### src/include/flash_cmd_defs.svh
// Command codes, phase figures and timing counts of the flash host controller
`ifndef FLASH_CMD_DEFS_SVH
`define FLASH_CMD_DEFS_SVH

`define CMD_WRITE_ENABLE   8'h06
`define CMD_BULK_ERASE     8'hc7
`define CMD_BULK_ERASE_ALT 8'h60
`define CMD_SUSPEND        8'h75
`define CMD_RESUME         8'h7a
`define CMD_OTP_READ       8'h4b
`define CMD_OTP_PROG       8'h42
`define CMD_QUAD_ENTER     8'h35
`define CMD_QUAD_EXIT      8'hf5
`define CMD_DPD_ENTER      8'hb9
`define CMD_DPD_EXIT       8'hab
`define CMD_PROT_READ      8'h2d
`define CMD_PROT_PROG      8'h2c
`define CMD_VLOCK_READ     8'he8
`define CMD_VLOCK_WRITE    8'he5
`define CMD_NVLOCK_READ    8'he2
`define CMD_NVLOCK_WRITE   8'he3
`define CMD_NVLOCK_ERASE   8'he4
`define CMD_FREEZE_READ    8'ha7
`define CMD_FREEZE_SET     8'ha6
`define CMD_PWD_READ       8'h27
`define CMD_PWD_WRITE      8'h28
`define CMD_PWD_UNLOCK     8'h29
`define CMD_IFACE_ACT      8'h9b
`define CMD_CRC_SECOND     8'h27
`define CMD_SFDP_READ      8'h5a
`define CMD_GPRR_READ      8'h96

`define ADDR_BYTES_SHORT   3'h3
`define ADDR_BYTES_LONG    3'h4
`define DUMMY_OTP_STD      5'h08
`define DUMMY_OTP_QUAD     5'h0a
`define DUMMY_FIXED        5'h08

`define CLK_PERIOD_NS      100
`define SCK_PERIOD_NS      800
`define SCK_HALF_CYCLES    ((`SCK_PERIOD_NS / 2 + `CLK_PERIOD_NS - 1) / `CLK_PERIOD_NS)
`define CS_DESEL_NS        50
`define CS_DESEL_CYCLES    ((`CS_DESEL_NS + `CLK_PERIOD_NS - 1) / `CLK_PERIOD_NS)

`endif

### src/include/flash_cmd_pkg.sv
// Types shared by the flash host controller and its serial shifter
package flash_cmd_pkg;

  typedef enum logic [1:0] {
    PROTO_SINGLE = 2'h0,
    PROTO_DUAL   = 2'h1,
    PROTO_QUAD   = 2'h2
  } proto_type;

  typedef enum logic [1:0] {
    OP_TX    = 2'h0,
    OP_RX    = 2'h1,
    OP_DUMMY = 2'h2
  } shift_op_type;

  typedef enum logic [1:0] {
    DIR_NONE = 2'h0,
    DIR_RD   = 2'h1,
    DIR_WR   = 2'h2
  } dir_type;

  typedef struct packed {
    logic      ok;
    logic      wren;
    logic      pair;
    logic [2:0] addrBytes;
    logic [4:0] dummy;
    dir_type   dir;
    proto_type addrLines;
    proto_type dataLines;
  } cmd_attr_type;

  typedef enum logic [3:0] {
    ST_IDLE  = 4'h0,
    ST_WREN  = 4'h1,
    ST_WGAP  = 4'h3,
    ST_CMD   = 4'h2,
    ST_CODE2 = 4'h6,
    ST_ADDR  = 4'h7,
    ST_DUMMY = 4'h5,
    ST_DATA  = 4'h4,
    ST_DESEL = 4'hc
  } ctrl_state_type;

  typedef struct packed {
    logic         busy;
    logic         sck;
    logic [2:0]   half;
    logic [7:0]   clocks;
    logic [7:0]   sh;
    shift_op_type op;
    proto_type    lines;
    logic [3:0]   meta;
    logic [3:0]   sync;
    logic         done;
    logic [3:0]   out;
    logic [3:0]   oeN;
  } shifter_reg_type;

  typedef struct packed {
    ctrl_state_type st;
    logic           csN;
    proto_type      proto;
    cmd_attr_type   attr;
    logic [7:0]     code;
    logic [31:0]    addr;
    logic [2:0]     addrLeft;
    logic [15:0]    len;
    logic           issued;
    logic [7:0]     gap;
    logic [7:0]     rdData;
    logic           rdValid;
    logic           cmdDone;
    logic           cmdError;
  } ctrl_reg_type;

endpackage : flash_cmd_pkg

### src/include/shift_if.sv
// Byte and dummy-cycle request channel between sequencer and shifter
`timescale 1ns/1ps
interface shift_if;
  import flash_cmd_pkg::*;
  logic         start;
  shift_op_type op;
  proto_type    lines;
  logic [7:0]   count;
  logic [7:0]   txByte;
  logic         done;
  logic [7:0]   rxByte;

  modport sequencer (output start, output op, output lines, output count, output txByte,
                     input done, input rxByte);
  modport shifter   (input start, input op, input lines, input count, input txByte,
                     output done, output rxByte);
endinterface : shift_if

### src/flash_host_ctrl.sv
// Host-side sequencer issuing protection, suspend, OTP and power commands to a serial flash
`timescale 1ns/1ps
`include "flash_cmd_defs.svh"
module flash_host_ctrl (
  input  wire logic                    clk,
  input  wire logic                    reset,
  input  wire logic                    ce,
  input  wire logic                    cmdValid,
  output logic                         cmdReady,
  input  wire logic [7:0]              cmdCode,
  input  wire logic                    cmdPair,
  input  wire logic [31:0]             cmdAddr,
  input  wire logic [15:0]             cmdLen,
  input  wire logic [4:0]              dummyCfg,
  input  wire logic                    setProtoValid,
  input  wire flash_cmd_pkg::proto_type setProto,
  output flash_cmd_pkg::proto_type     protoNow,
  input  wire logic                    wrValid,
  output logic                         wrReady,
  input  wire logic [7:0]              wrData,
  output logic                         rdValid,
  output logic [7:0]                   rdData,
  output logic                         cmdDone,
  output logic                         cmdError,
  output logic                         csN,
  output logic                         sck,
  output logic [3:0]                   dqOut,
  output logic [3:0]                   dqOeN,
  input  wire logic [3:0]              dqIn
);
  import flash_cmd_pkg::*;

  localparam logic [7:0] DeselGap = 8'(`CS_DESEL_CYCLES);

  shift_if      link ();
  ctrl_reg_type q;
  ctrl_reg_type n;
  cmd_attr_type info;

  function automatic cmd_attr_type cmd_info(input logic [7:0] code, input proto_type p,
                                            input logic pair, input logic [4:0] cfg);
    cmd_attr_type a;
    a           = '0;
    a.ok        = 1'b1;
    a.addrLines = p;
    a.dataLines = p;
    case (code)
      `CMD_BULK_ERASE, `CMD_BULK_ERASE_ALT: begin
        a.wren = 1'b1;
      end
      `CMD_SUSPEND, `CMD_RESUME: begin
        a.ok = 1'b1;
      end
      `CMD_OTP_READ: begin
        a.addrBytes = `ADDR_BYTES_SHORT;
        a.dir       = DIR_RD;
        if (cfg != 5'h00) begin
          a.dummy = cfg;
        end else begin
          a.dummy = (p == PROTO_QUAD) ? `DUMMY_OTP_QUAD : `DUMMY_OTP_STD;
        end
      end
      `CMD_OTP_PROG: begin
        a.addrBytes = `ADDR_BYTES_SHORT;
        a.dir       = DIR_WR;
        a.wren      = 1'b1;
      end
      `CMD_QUAD_ENTER, `CMD_QUAD_EXIT, `CMD_DPD_ENTER, `CMD_DPD_EXIT: begin
        a.ok = 1'b1;
      end
      `CMD_PROT_READ: begin
        a.dir = DIR_RD;
      end
      `CMD_PROT_PROG: begin
        a.dir  = DIR_WR;
        a.wren = 1'b1;
      end
      `CMD_VLOCK_READ: begin
        a.addrBytes = `ADDR_BYTES_SHORT;
        a.dir       = DIR_RD;
      end
      `CMD_VLOCK_WRITE: begin
        a.addrBytes = `ADDR_BYTES_SHORT;
        a.dir       = DIR_WR;
        a.wren      = 1'b1;
      end
      `CMD_NVLOCK_READ: begin
        a.addrBytes = `ADDR_BYTES_LONG;
        a.dir       = DIR_RD;
      end
      `CMD_NVLOCK_WRITE: begin
        a.addrBytes = `ADDR_BYTES_LONG;
        a.wren      = 1'b1;
      end
      `CMD_NVLOCK_ERASE, `CMD_FREEZE_SET: begin
        a.wren = 1'b1;
      end
      `CMD_FREEZE_READ, `CMD_PWD_READ: begin
        a.dir = DIR_RD;
        a.ok  = (p == PROTO_SINGLE);
      end
      `CMD_PWD_WRITE: begin
        a.dir  = DIR_WR;
        a.wren = 1'b1;
      end
      `CMD_PWD_UNLOCK: begin
        a.dir = DIR_WR;
      end
      `CMD_IFACE_ACT: begin
        a.pair = pair;
        a.dir  = pair ? DIR_WR : DIR_NONE;
      end
      `CMD_SFDP_READ: begin
        a.addrBytes = `ADDR_BYTES_SHORT;
        a.dummy     = `DUMMY_FIXED;
        a.dir       = DIR_RD;
      end
      `CMD_GPRR_READ: begin
        a.dummy = `DUMMY_FIXED;
        a.dir   = DIR_RD;
      end
      default: begin
        a.ok = 1'b0;
      end
    endcase
    return a;
  endfunction : cmd_info

  // Phase that follows the code bytes, skipping empty ones
  function automatic ctrl_state_type after_code(input cmd_attr_type a);
    if (a.addrBytes != 3'h0) begin
      return ST_ADDR;
    end else if (a.dummy != 5'h00) begin
      return ST_DUMMY;
    end else if (a.dir != DIR_NONE) begin
      return ST_DATA;
    end
    return ST_DESEL;
  endfunction : after_code

  always_comb begin
    info        = cmd_info(cmdCode, q.proto, cmdPair, dummyCfg);
    n           = q;
    n.rdValid   = 1'b0;
    n.cmdDone   = 1'b0;
    n.cmdError  = 1'b0;
    link.start  = 1'b0;
    link.op     = OP_TX;
    link.lines  = q.proto;
    link.count  = 8'h00;
    link.txByte = q.code;
    wrReady     = 1'b0;
    cmdReady    = (q.st == ST_IDLE);
    case (q.st)
      ST_IDLE: begin
        if (setProtoValid) begin
          n.proto = setProto;
        end else if (cmdValid) begin
          if (!info.ok) begin
            n.cmdError = 1'b1;
          end else begin
            n.attr     = info;
            n.code     = cmdCode;
            n.len      = cmdLen;
            n.addrLeft = info.addrBytes;
            n.addr     = (info.addrBytes == `ADDR_BYTES_LONG) ? cmdAddr : {cmdAddr[23:0], 8'h00};
            n.csN      = 1'b0;
            n.issued   = 1'b0;
            n.st       = info.wren ? ST_WREN : ST_CMD;
          end
        end
      end
      ST_WREN: begin
        link.txByte = `CMD_WRITE_ENABLE;
        link.start  = !q.issued;
        n.issued    = 1'b1;
        if (link.done) begin
          n.csN    = 1'b1;
          n.gap    = DeselGap;
          n.issued = 1'b0;
          n.st     = ST_WGAP;
        end
      end
      ST_WGAP: begin
        // Write enable only latches once select rises, so a real gap is kept
        n.gap = q.gap - 8'h01;
        if (q.gap == 8'h01) begin
          n.csN = 1'b0;
          n.st  = ST_CMD;
        end
      end
      ST_CMD, ST_CODE2: begin
        link.txByte = (q.st == ST_CODE2) ? `CMD_CRC_SECOND : q.code;
        link.start  = !q.issued;
        n.issued    = 1'b1;
        if (link.done) begin
          n.issued = 1'b0;
          n.st     = (q.st == ST_CMD && q.attr.pair) ? ST_CODE2 : after_code(q.attr);
        end
      end
      ST_ADDR: begin
        link.lines  = q.attr.addrLines;
        link.txByte = q.addr[31:24];
        link.start  = !q.issued;
        n.issued    = 1'b1;
        if (link.done) begin
          n.issued   = 1'b0;
          n.addr     = {q.addr[23:0], 8'h00};
          n.addrLeft = q.addrLeft - 3'h1;
          if (q.addrLeft == 3'h1) begin
            n.st = (q.attr.dummy != 5'h00) ? ST_DUMMY
                 : (q.attr.dir != DIR_NONE) ? ST_DATA : ST_DESEL;
          end
        end
      end
      ST_DUMMY: begin
        link.op    = OP_DUMMY;
        link.lines = q.attr.dataLines;
        link.count = {3'h0, q.attr.dummy};
        link.start = !q.issued;
        n.issued   = 1'b1;
        if (link.done) begin
          n.issued = 1'b0;
          n.st     = (q.attr.dir != DIR_NONE) ? ST_DATA : ST_DESEL;
        end
      end
      ST_DATA: begin
        link.lines  = q.attr.dataLines;
        link.op     = (q.attr.dir == DIR_RD) ? OP_RX : OP_TX;
        link.txByte = wrData;
        if (q.len == 16'h0000) begin
          n.st = ST_DESEL;
        end else if (!q.issued) begin
          // Writes stall with select low until the user offers a byte
          link.start = (q.attr.dir == DIR_RD) || wrValid;
          wrReady    = (q.attr.dir == DIR_WR) && wrValid;
          n.issued   = link.start;
        end else if (link.done) begin
          n.issued = 1'b0;
          n.len    = q.len - 16'h0001;
          if (q.attr.dir == DIR_RD) begin
            n.rdData  = link.rxByte;
            n.rdValid = 1'b1;
          end
        end
      end
      ST_DESEL: begin
        if (!q.csN) begin
          n.csN = 1'b1;
          n.gap = DeselGap;
        end else begin
          n.gap = q.gap - 8'h01;
          if (q.gap == 8'h01) begin
            n.st      = ST_IDLE;
            n.cmdDone = 1'b1;
            if (q.code == `CMD_QUAD_ENTER) begin
              n.proto = PROTO_QUAD;
            end else if (q.code == `CMD_QUAD_EXIT) begin
              n.proto = PROTO_SINGLE;
            end
          end
        end
      end
      default: begin
        n.st  = ST_IDLE;
        n.csN = 1'b1;
      end
    endcase
  end

  always_ff @(posedge clk or posedge reset) begin
    if (reset) begin
      q <= '{st: ST_IDLE, csN: 1'b1, proto: PROTO_SINGLE, default: '0};
    end else if (ce) begin
      q <= n;
    end
  end

  serial_shifter shifter (
    .clk   (clk),
    .reset (reset),
    .ce    (ce),
    .sh    (link.shifter),
    .sck   (sck),
    .dqOut (dqOut),
    .dqOeN (dqOeN),
    .dqIn  (dqIn)
  );

  assign csN      = q.csN;
  assign protoNow = q.proto;
  assign rdValid  = q.rdValid;
  assign rdData   = q.rdData;
  assign cmdDone  = q.cmdDone;
  assign cmdError = q.cmdError;
endmodule : flash_host_ctrl

### src/serial_shifter.sv
// Serial clock divider and one-, two- or four-line byte shifter
`timescale 1ns/1ps
`include "flash_cmd_defs.svh"
module serial_shifter (
  input  wire logic  clk,
  input  wire logic  reset,
  input  wire logic  ce,
  shift_if.shifter   sh,
  output logic       sck,
  output logic [3:0] dqOut,
  output logic [3:0] dqOeN,
  input  wire logic [3:0] dqIn
);
  import flash_cmd_pkg::*;

  localparam logic [2:0] HalfLast = 3'(`SCK_HALF_CYCLES - 1);

  shifter_reg_type q;
  shifter_reg_type n;

  always_comb begin
    n      = q;
    n.done = 1'b0;
    n.meta = dqIn;
    n.sync = q.meta;
    if (!q.busy) begin
      // Idle lines follow the live protocol so quad releases its pins at once
      n.lines = sh.lines;
      if (sh.start) begin
        n.busy  = 1'b1;
        n.op    = sh.op;
        n.sh    = sh.txByte;
        n.half  = 3'h0;
        n.sck   = 1'b0;
        if (sh.op == OP_DUMMY) begin
          n.clocks = sh.count;
        end else begin
          case (sh.lines)
            PROTO_DUAL: n.clocks = 8'h04;
            PROTO_QUAD: n.clocks = 8'h02;
            default:    n.clocks = 8'h08;
          endcase
        end
      end
    end else if (q.half == HalfLast) begin
      n.half = 3'h0;
      if (!q.sck) begin
        n.sck = 1'b1;
      end else begin
        // Sample just before the falling edge: the synced copy lags two cycles
        n.sck = 1'b0;
        case (q.lines)
          PROTO_DUAL: n.sh = {q.sh[5:0], q.sync[1:0]};
          PROTO_QUAD: n.sh = {q.sh[3:0], q.sync[3:0]};
          default:    n.sh = {q.sh[6:0], q.sync[1]};
        endcase
        n.clocks = q.clocks - 8'h01;
        if (q.clocks == 8'h01) begin
          n.busy = 1'b0;
          n.done = 1'b1;
        end
      end
    end else begin
      n.half = q.half + 3'h1;
    end
    // Hold and write-protect lines stay high outside quad
    n.out = 4'b1100;
    n.oeN = 4'b0000;
    if (n.lines == PROTO_QUAD) begin
      n.oeN = 4'b1111;
    end
    if (n.busy && n.op == OP_TX) begin
      case (n.lines)
        PROTO_DUAL: n.out[1:0] = n.sh[7:6];
        PROTO_QUAD: n.out      = n.sh[7:4];
        default:    n.out[0]   = n.sh[7];
      endcase
      if (n.lines == PROTO_QUAD) begin
        n.oeN = 4'b0000;
      end
      if (n.lines == PROTO_SINGLE) begin
        n.oeN[1] = 1'b1;
      end
    end else begin
      n.oeN[1:0] = 2'b11;
      if (!n.busy && n.lines == PROTO_SINGLE) begin
        n.oeN[0] = 1'b0;
        n.out[0] = 1'b0;
      end
    end
  end

  always_ff @(posedge clk or posedge reset) begin
    if (reset) begin
      q <= '{op: OP_TX, lines: PROTO_SINGLE, out: 4'b1100, oeN: 4'b0011, default: '0};
    end else if (ce) begin
      q <= n;
    end
  end

  assign sh.done   = q.done;
  assign sh.rxByte = q.sh;
  assign sck       = q.sck;
  assign dqOut     = q.out;
  assign dqOeN     = q.oeN;
endmodule : serial_shifter

### config.mk
export PLATFORM = sky130hd
export DESIGN_NAME = flash_host_ctrl
export DESIGN_NICKNAME = d
export VERILOG_FILES = /design/src/include/flash_cmd_pkg.sv /design/src/include/shift_if.sv /design/src/flash_host_ctrl.sv /design/src/serial_shifter.sv
export VERILOG_INCLUDE_DIRS = /design/src /design/src/include
export SDC_FILE = /design/constraint.sdc
export NUM_CORES = 1
export LEC_CHECK = 0
export ABC_AREA = 1
export BUFFER_PORTS_ARGS = -buffer_cell sky130_fd_sc_hd__buf_2
export CORE_MARGIN = 2
export CORE_UTILIZATION = 62
export CTS_CLUSTER_SIZE = 28
export DETAILED_ROUTE_END_ITERATION = 6
export PLACE_DENSITY = 0.84
export SLEW_MARGIN = 15
export SYNTH_ARGS = -nofsm -noshare
export SYNTH_HDL_FRONTEND = slang
export SYNTH_SLANG_ARGS = --single-unit
export TNS_END_PERCENT = 1
### constraint.sdc
create_clock -name clk -period 9.3 [get_ports clk]
set_input_delay 1.86 -clock clk [delete_from_list [all_inputs] [get_ports clk]]
set_output_delay 1.86 -clock clk [all_outputs]
set_load 0.02 [all_outputs]
==> flow_summary.toml, run 1 <==
[run_status]
status = "finished, final reports clean"

[clock_network]
numClockSinks = 139
htreeDepth = 4
cts_tree = "built"
cts_setup_buffers = 0
clkLatencyLatePin_ns = 0.43
clkTransAtPathRegs_ns = 0.06
cts_buffers = 17
cts_hold_buf = 0
cts_root_buf = "clkbuf_16"
cts_resized = 0
cts_buffer_depth = 2

[synth]
synth_ff_type = "dfrtp_1"
syn_area_per_cell_um2 = 7.062
synth_cells = 1224
synth_cell_type_count = 49
ys_warn_count = 0
synthArstFlopShare = 1.000
synth.area.top_cells = "dfrtp_1, nand2_1, o21ai_0, nor2_1, inv_1"
syn_nets = 1321
yosys.area.top_type = "dfrtp_1"
ys_seq_elements = 139
synth_edf_count = 0
synth_common_cells = "nand2_1, nor2_1, o21ai_0"
synth_top_area_frac = 0.3880
yosysSeqAreaShare = 0.4032
synth.most_common_cell = "nand2_1"
netlist_area_mm2 = 0.008643

[floorplanning]
start_util = 0.6275
die-area_mm2 = 0.01490
num_io_pins = 107
fp.dieW_um = 122.1
core-area_mm2 = 0.01377
fp-row-count = 43
die_height_um = 122.1

[timing]
slew_headroom = 0.3835
whs_ns = 0.4714
worst_pin_slew_ns = 0.9224
fin_skew_ns = 0.01132
rsz0062_at_grt = "false"
min_period_over_period = 0.4649
finalSetupViolCount = 0
tns_ns = 0
fin_crit_ns = 4.324
finalHoldViolCount = 0
max_freq_mhz = 231.3
drv_slew = 0

[layout]
diodes = 0
drive_gt1_frac = 0.1469
instances_no_fill = 1487
final_util = 0.7040
fin_nets = 1391
syn2layout_area_growth_pct = 12.19
fin_area_mm2 = 0.009697

[setup_path]
cp_common_cell = "buf_2"
cp_data_required_time_ns = 7.44
cp-endpoint = "wrReady"
slowest_delay_ns = 0.15
r2r_cells = 7
crit_chain = "buf_2, nand3_1, nor2_1, nand2_1, inv_1, buf_2"
r2r_start = "q[101]"
critPathLaunchType = "input pin"
path_max_fanout = 2
end_kind = "output port"
cp_slowest_cell = "buf_2"
cp.arrival_ns = 2.46
worstReg2RegEnd = "q[50]"
crit_path_start = "wrValid"
reg2reg_setup_slack_ns = 6.11
path_class = "in -> out"

[hold_path]
hold_class = "reg -> reg"
whs_path_depth = 2

[global_route]
antenna_found_initial = 0
grt_max_degree = 73
grt_use_total = 0.3108
grt_pass1_wl_um = 36460
grt_pass1_vias = 7678
grt_overflow = 0

[route]
ant_nets = 0
wl_um = 22360
viasPerCell = 5.627
dr.first_iter.drc_count = 779
drtPass1Iterations = 5
dr_total_vias = 8367
drc = 0
wl_per_cell_um = 15.03

[placed_design]
io_buffers = 106
place_area_mm2 = 0.009087
gp_congestion = 0.9698
dp_hpwl_um = 15780
dp.cells = 1455

[flow_run]
cap_violations = 0

[pwr]
p_leak_nw = 4.972
ir_worst_vdd_mv = 0.1695
power.density_mw_per_mm2 = 304.8
## logic make-up after synthesis
group,count (synthesis),synth area share
compound gates,254,0.1614
xor+xnor,12,0.01216
fa+ha+maj,15,0.02171
buf+inv,187,0.09554
flops,139,0.4032
mux,2,0.002316
simple gates,615,0.3037
## flip-flops by register name, summed over array words and instances, names as in the netlist, 2 cells and up
signal,flops
q,84
shifter.q,20
rdData,8
shifter.sh.rxByte,8
shifter.dqOut,4
shifter.n,4
shifter.dqOeN,3
protoNow,2
## worst min path at each step
stage,startpoint,end,slack (ns)
final,shifter.n[9],shifter.n[9],0.47
after global routing,shifter.n[11],shifter.q[11],0.49
after CTS,shifter.n[10],shifter.n[10],0.47
after detailed placement,shifter.n[10],shifter.n[10],0.46
after global placement,shifter.n[11],shifter.n[11],0.46
after floorplan,shifter.q[12],shifter.q[12],0.44
## cells in the final DEF, fill, tap and decap left out, types with 4 or more instances in the layout
master and n:
nand3_1 64, o211ai_1 7, nor2_4 6, a211oi_1 17
inv_2 9, a21oi_1 47, nor2_2 9, xor2_1 7
nor4_1 4, dfstp_2 5, o21ai_0 139, buf_2 106
nand2_2 11, nor2_1 140, ha_1 15, dfrtp_1 134
inv_6 5, inv_1 118, o22ai_1 8, nand2_1 337
xnor2_1 5, nor3_1 14, clkbuf_16 17, nand4_1 14
o21ai_1 19
## report_power, final
part,leakage [nW],switching (W),total [W],internal (W)
sequential,1.80,0.000173,0.000983,0.000810
clock,0.289,0.000287,0.000697,0.000410
combinational,2.88,0.000863,0.00127,0.000412
total,4.97,0.00132,0.00296,0.00163
## critical path, delay by kind of cell
family,cells,cell delay (ns)
buf+inv,3,0.32
simple gates,3,0.27
## metal layers
layer  part of all wire  wire length [µm]  track usage  vias up
li1                   -                 -            -     4126
met1               0.44              9906       0.4114     3905
met2               0.48             10670       0.5045      293
met5                  0                 0            0        -
met4              0.022               490       0.1178        0
met3              0.058              1291      0.06367       43
## cell type report
type | instances | area [µm²]
clock buffers | 19 | 442.9
clock inverters | 13 | 158.9
fillers | 1238 | 4076
inverters | 129 | 491.7
multi-input cells | 898 | 4340
flip-flops and latches | 139 | 3485
well taps | 180 | 225.2
repair buffers | 109 | 553.0
## through the flow
step / setup slack [ns] / total power [W]
after global placement: 4.719 / 0.002185
final: 4.976 / 0.002955
after global routing: 4.854 / 0.003184
after CTS: 4.980 / 0.002936
after detailed placement: 4.686 / 0.002219
after floorplan: 3.724 / 0.001938
(Power assumes the default switching activity.)
==> inputs of run 2 (changes only) <==
--- a/config.mk
+++ b/config.mk
@@ -9,10 +9,10 @@
 export ABC_AREA = 1
 export BUFFER_PORTS_ARGS = -buffer_cell sky130_fd_sc_hd__buf_2
 export CORE_MARGIN = 2
-export CORE_UTILIZATION = 62
+export CORE_UTILIZATION = 59
 export CTS_CLUSTER_SIZE = 28
 export DETAILED_ROUTE_END_ITERATION = 6
-export PLACE_DENSITY = 0.84
+export PLACE_DENSITY = 0.81
 export SLEW_MARGIN = 15
 export SYNTH_ARGS = -nofsm -noshare
 export SYNTH_HDL_FRONTEND = slang
==> constraint.sdc (replaced) <==
create_clock -name clk -period 4.1 [get_ports clk]
set_input_delay 0.82 -clock clk [delete_from_list [all_inputs] [get_ports clk]]
set_output_delay 0.82 -clock clk [all_outputs]
set_load 0.02 [all_outputs]
==> flow_summary.toml, run 2 (synthesized netlist as in run 1, its figures left out) <==
[pwr]
p_leak_nw = 5.023
finalPower_w = 0.006756
switching_share = 0.4251
clock_power_share = 0.252
p_int_w = 0.003884
ir_worst_vdd_mv = 0.3774
p_sw_w = 0.002872
pwr-share-seq = 0.328
power.density_mw_per_mm2 = 689.3
combinationalPowerShare = 0.420

[timing]
fin_crit_ns = 2.914
drv_slew = 0
worst_pin_slew_ns = 0.7975
fin_ws_ns = 1.186
max_freq_mhz = 343.2
rsz0062_at_grt = "false"
tns_ns = 0
fin_skew_ns = 0.01449
finalHoldViolCount = 0
min_period_over_period = 0.7106
slew_headroom = 0.4664
whs_ns = 0.4708
finalSetupViolCount = 0

[layout]
mostFrequentLayoutCell = "nand2_1"
syn2layout_area_growth_pct = 13.40
drive_gt1_frac = 0.1500
layout_common_cells = "nand2_1, nor2_1, o21ai_0"
fin_nets = 1397
top_register = "q"
largestRegisters = "q (84), shifter.q (20)"
fillerInstances = 1256
instances_no_fill = 1497
largest_register_ffs = 84
diodes = 0

[setup_path]
worst-path-buf-inv = 3
critPathLaunchType = "input pin"
path_max_fanout = 30
cp.arrival_ns = 3.21
path_class = "in -> reg"
cp_data_required_time_ns = 4.40
crit_family = "simple AND/OR/NAND/NOR gates"
crit_chain = "buf_2, nand2_1, inv_1, nand2_1, nor2_2, nor2_4, nand3_2, nor2_2, nand3_4, nand3_2, buf_4, o21ai_0"
slowest_delay_ns = 0.48
end_kind = "flip-flop"
cp_slowest_cell = "nor2_4"

[global_route]
grt_pass1_wl_um = 36670
met2_usage = 0.4664
use_met1 = 0.3773
grt_pass1_vias = 7711
antenna_found_initial = 0
busiest_layer = "met2"
grt_overflow = 0
use_met3 = 0.06761
grt_max_degree = 61
grt_use_total = 0.2864

[clock_network]
htreeDepth = 4
cts_setup_buffers = 0
numClockSinks = 139
cts_root_buf = "clkbuf_16"
cts_tree = "built"
cts_buffer_depth = 2
clkLatencyLatePin_ns = 0.43
cts_hold_buf = 0
cts_resized = 0
clkTransAtPathRegs_ns = 0.06
cts_buffers = 17

[floorplanning]
start_util = 0.5992
fp-row-count = 44
num_io_pins = 107
fp.dieW_um = 125.0
die_height_um = 125.0
core-area_mm2 = 0.01442
die-area_mm2 = 0.01563

[route]
ant_nets = 0
wl_per_cell_um = 14.45
drc = 0
dr.first_iter.drc_count = 731
viasPerCell = 5.500
wl_um = 21630
drtPass1Iterations = 5
dr_total_vias = 8234

[hold_path]
hold_class = "reg -> reg"

[placed_design]
pre_cts_slack_ns = 0.7807
gp_congestion = 0.9436
dp_hpwl_um = 15990
dp.cells = 1465
io_buffers = 106

[run_status]
status = "finished, final reports clean"

[flow_run]
cap_violations = 0
## run 2: path summary, 6_finish.rpt
check / from / endpoint / slack [ns] / cells past startpoint
worst max register to register: q[102] / q[22] / 1.45 / 9
worst max-delay path: cmdCode[6] / q[51] / 1.19 / 12
max in group asynchronous: reset / rdData[5] / 2.75 / 3
worst min register to register: cmdError / cmdError / 0.47 / 2
worst min-delay path: cmdError / cmdError / 0.47 / 2
min in group asynchronous: reset / protoNow[1] / 0.51 / 2
## run 2: per-stage QoR
| step | utilization | area [µm²] |
|---|---|---|
| after global placement | 0.6343 | 9149 |
| after detailed placement | 0.6343 | 9149 |
| final | 0.6796 | 9802 |
| after global routing | 0.6796 | 9802 |
| after CTS | 0.6796 | 9802 |
| after floorplan | - | 8647 |
## run 2: routing by layer
layer	part of all wire	wire [µm]
met1	0.44	9548
met2	0.47	10190
met3	0.062	1339
met4	0.025	550
met5	0	0
## run 2: final cells by class
type / instances / area (µm²) / share of cell area
Clock inverter: 11 / 192.7 / 0.01966
Clock buffer: 21 / 460.4 / 0.04697
Multi-Input combinational cell: 898 / 4333 / 0.4420
Sequential cell: 139 / 3485 / 0.3555
Timing Repair Buffer: 115 / 610.6 / 0.06229
Inverter: 129 / 490.5 / 0.05004
Tap cell: 184 / 230.2 / 0.02349
## run 2: power groups by stage
stage	clock, W	sequential (W)	combinational, W
detailed placement	0	0.00222	0.00279
global placement	0	0.00221	0.00273
CTS	0.00172	0.00221	0.00282
finish	0.00170	0.00222	0.00284
floorplan	0	0.00211	0.00228
global route	0.00178	0.00228	0.00325
## run 2: worst min-delay path: cells and delay by family, from the launching register on
| kind | cells | cell delay [ns] |
|---|---|---|
| AND/OR/NAND/NOR | 2 | 0.10 |
| flip-flops | 1 | 0.33 |
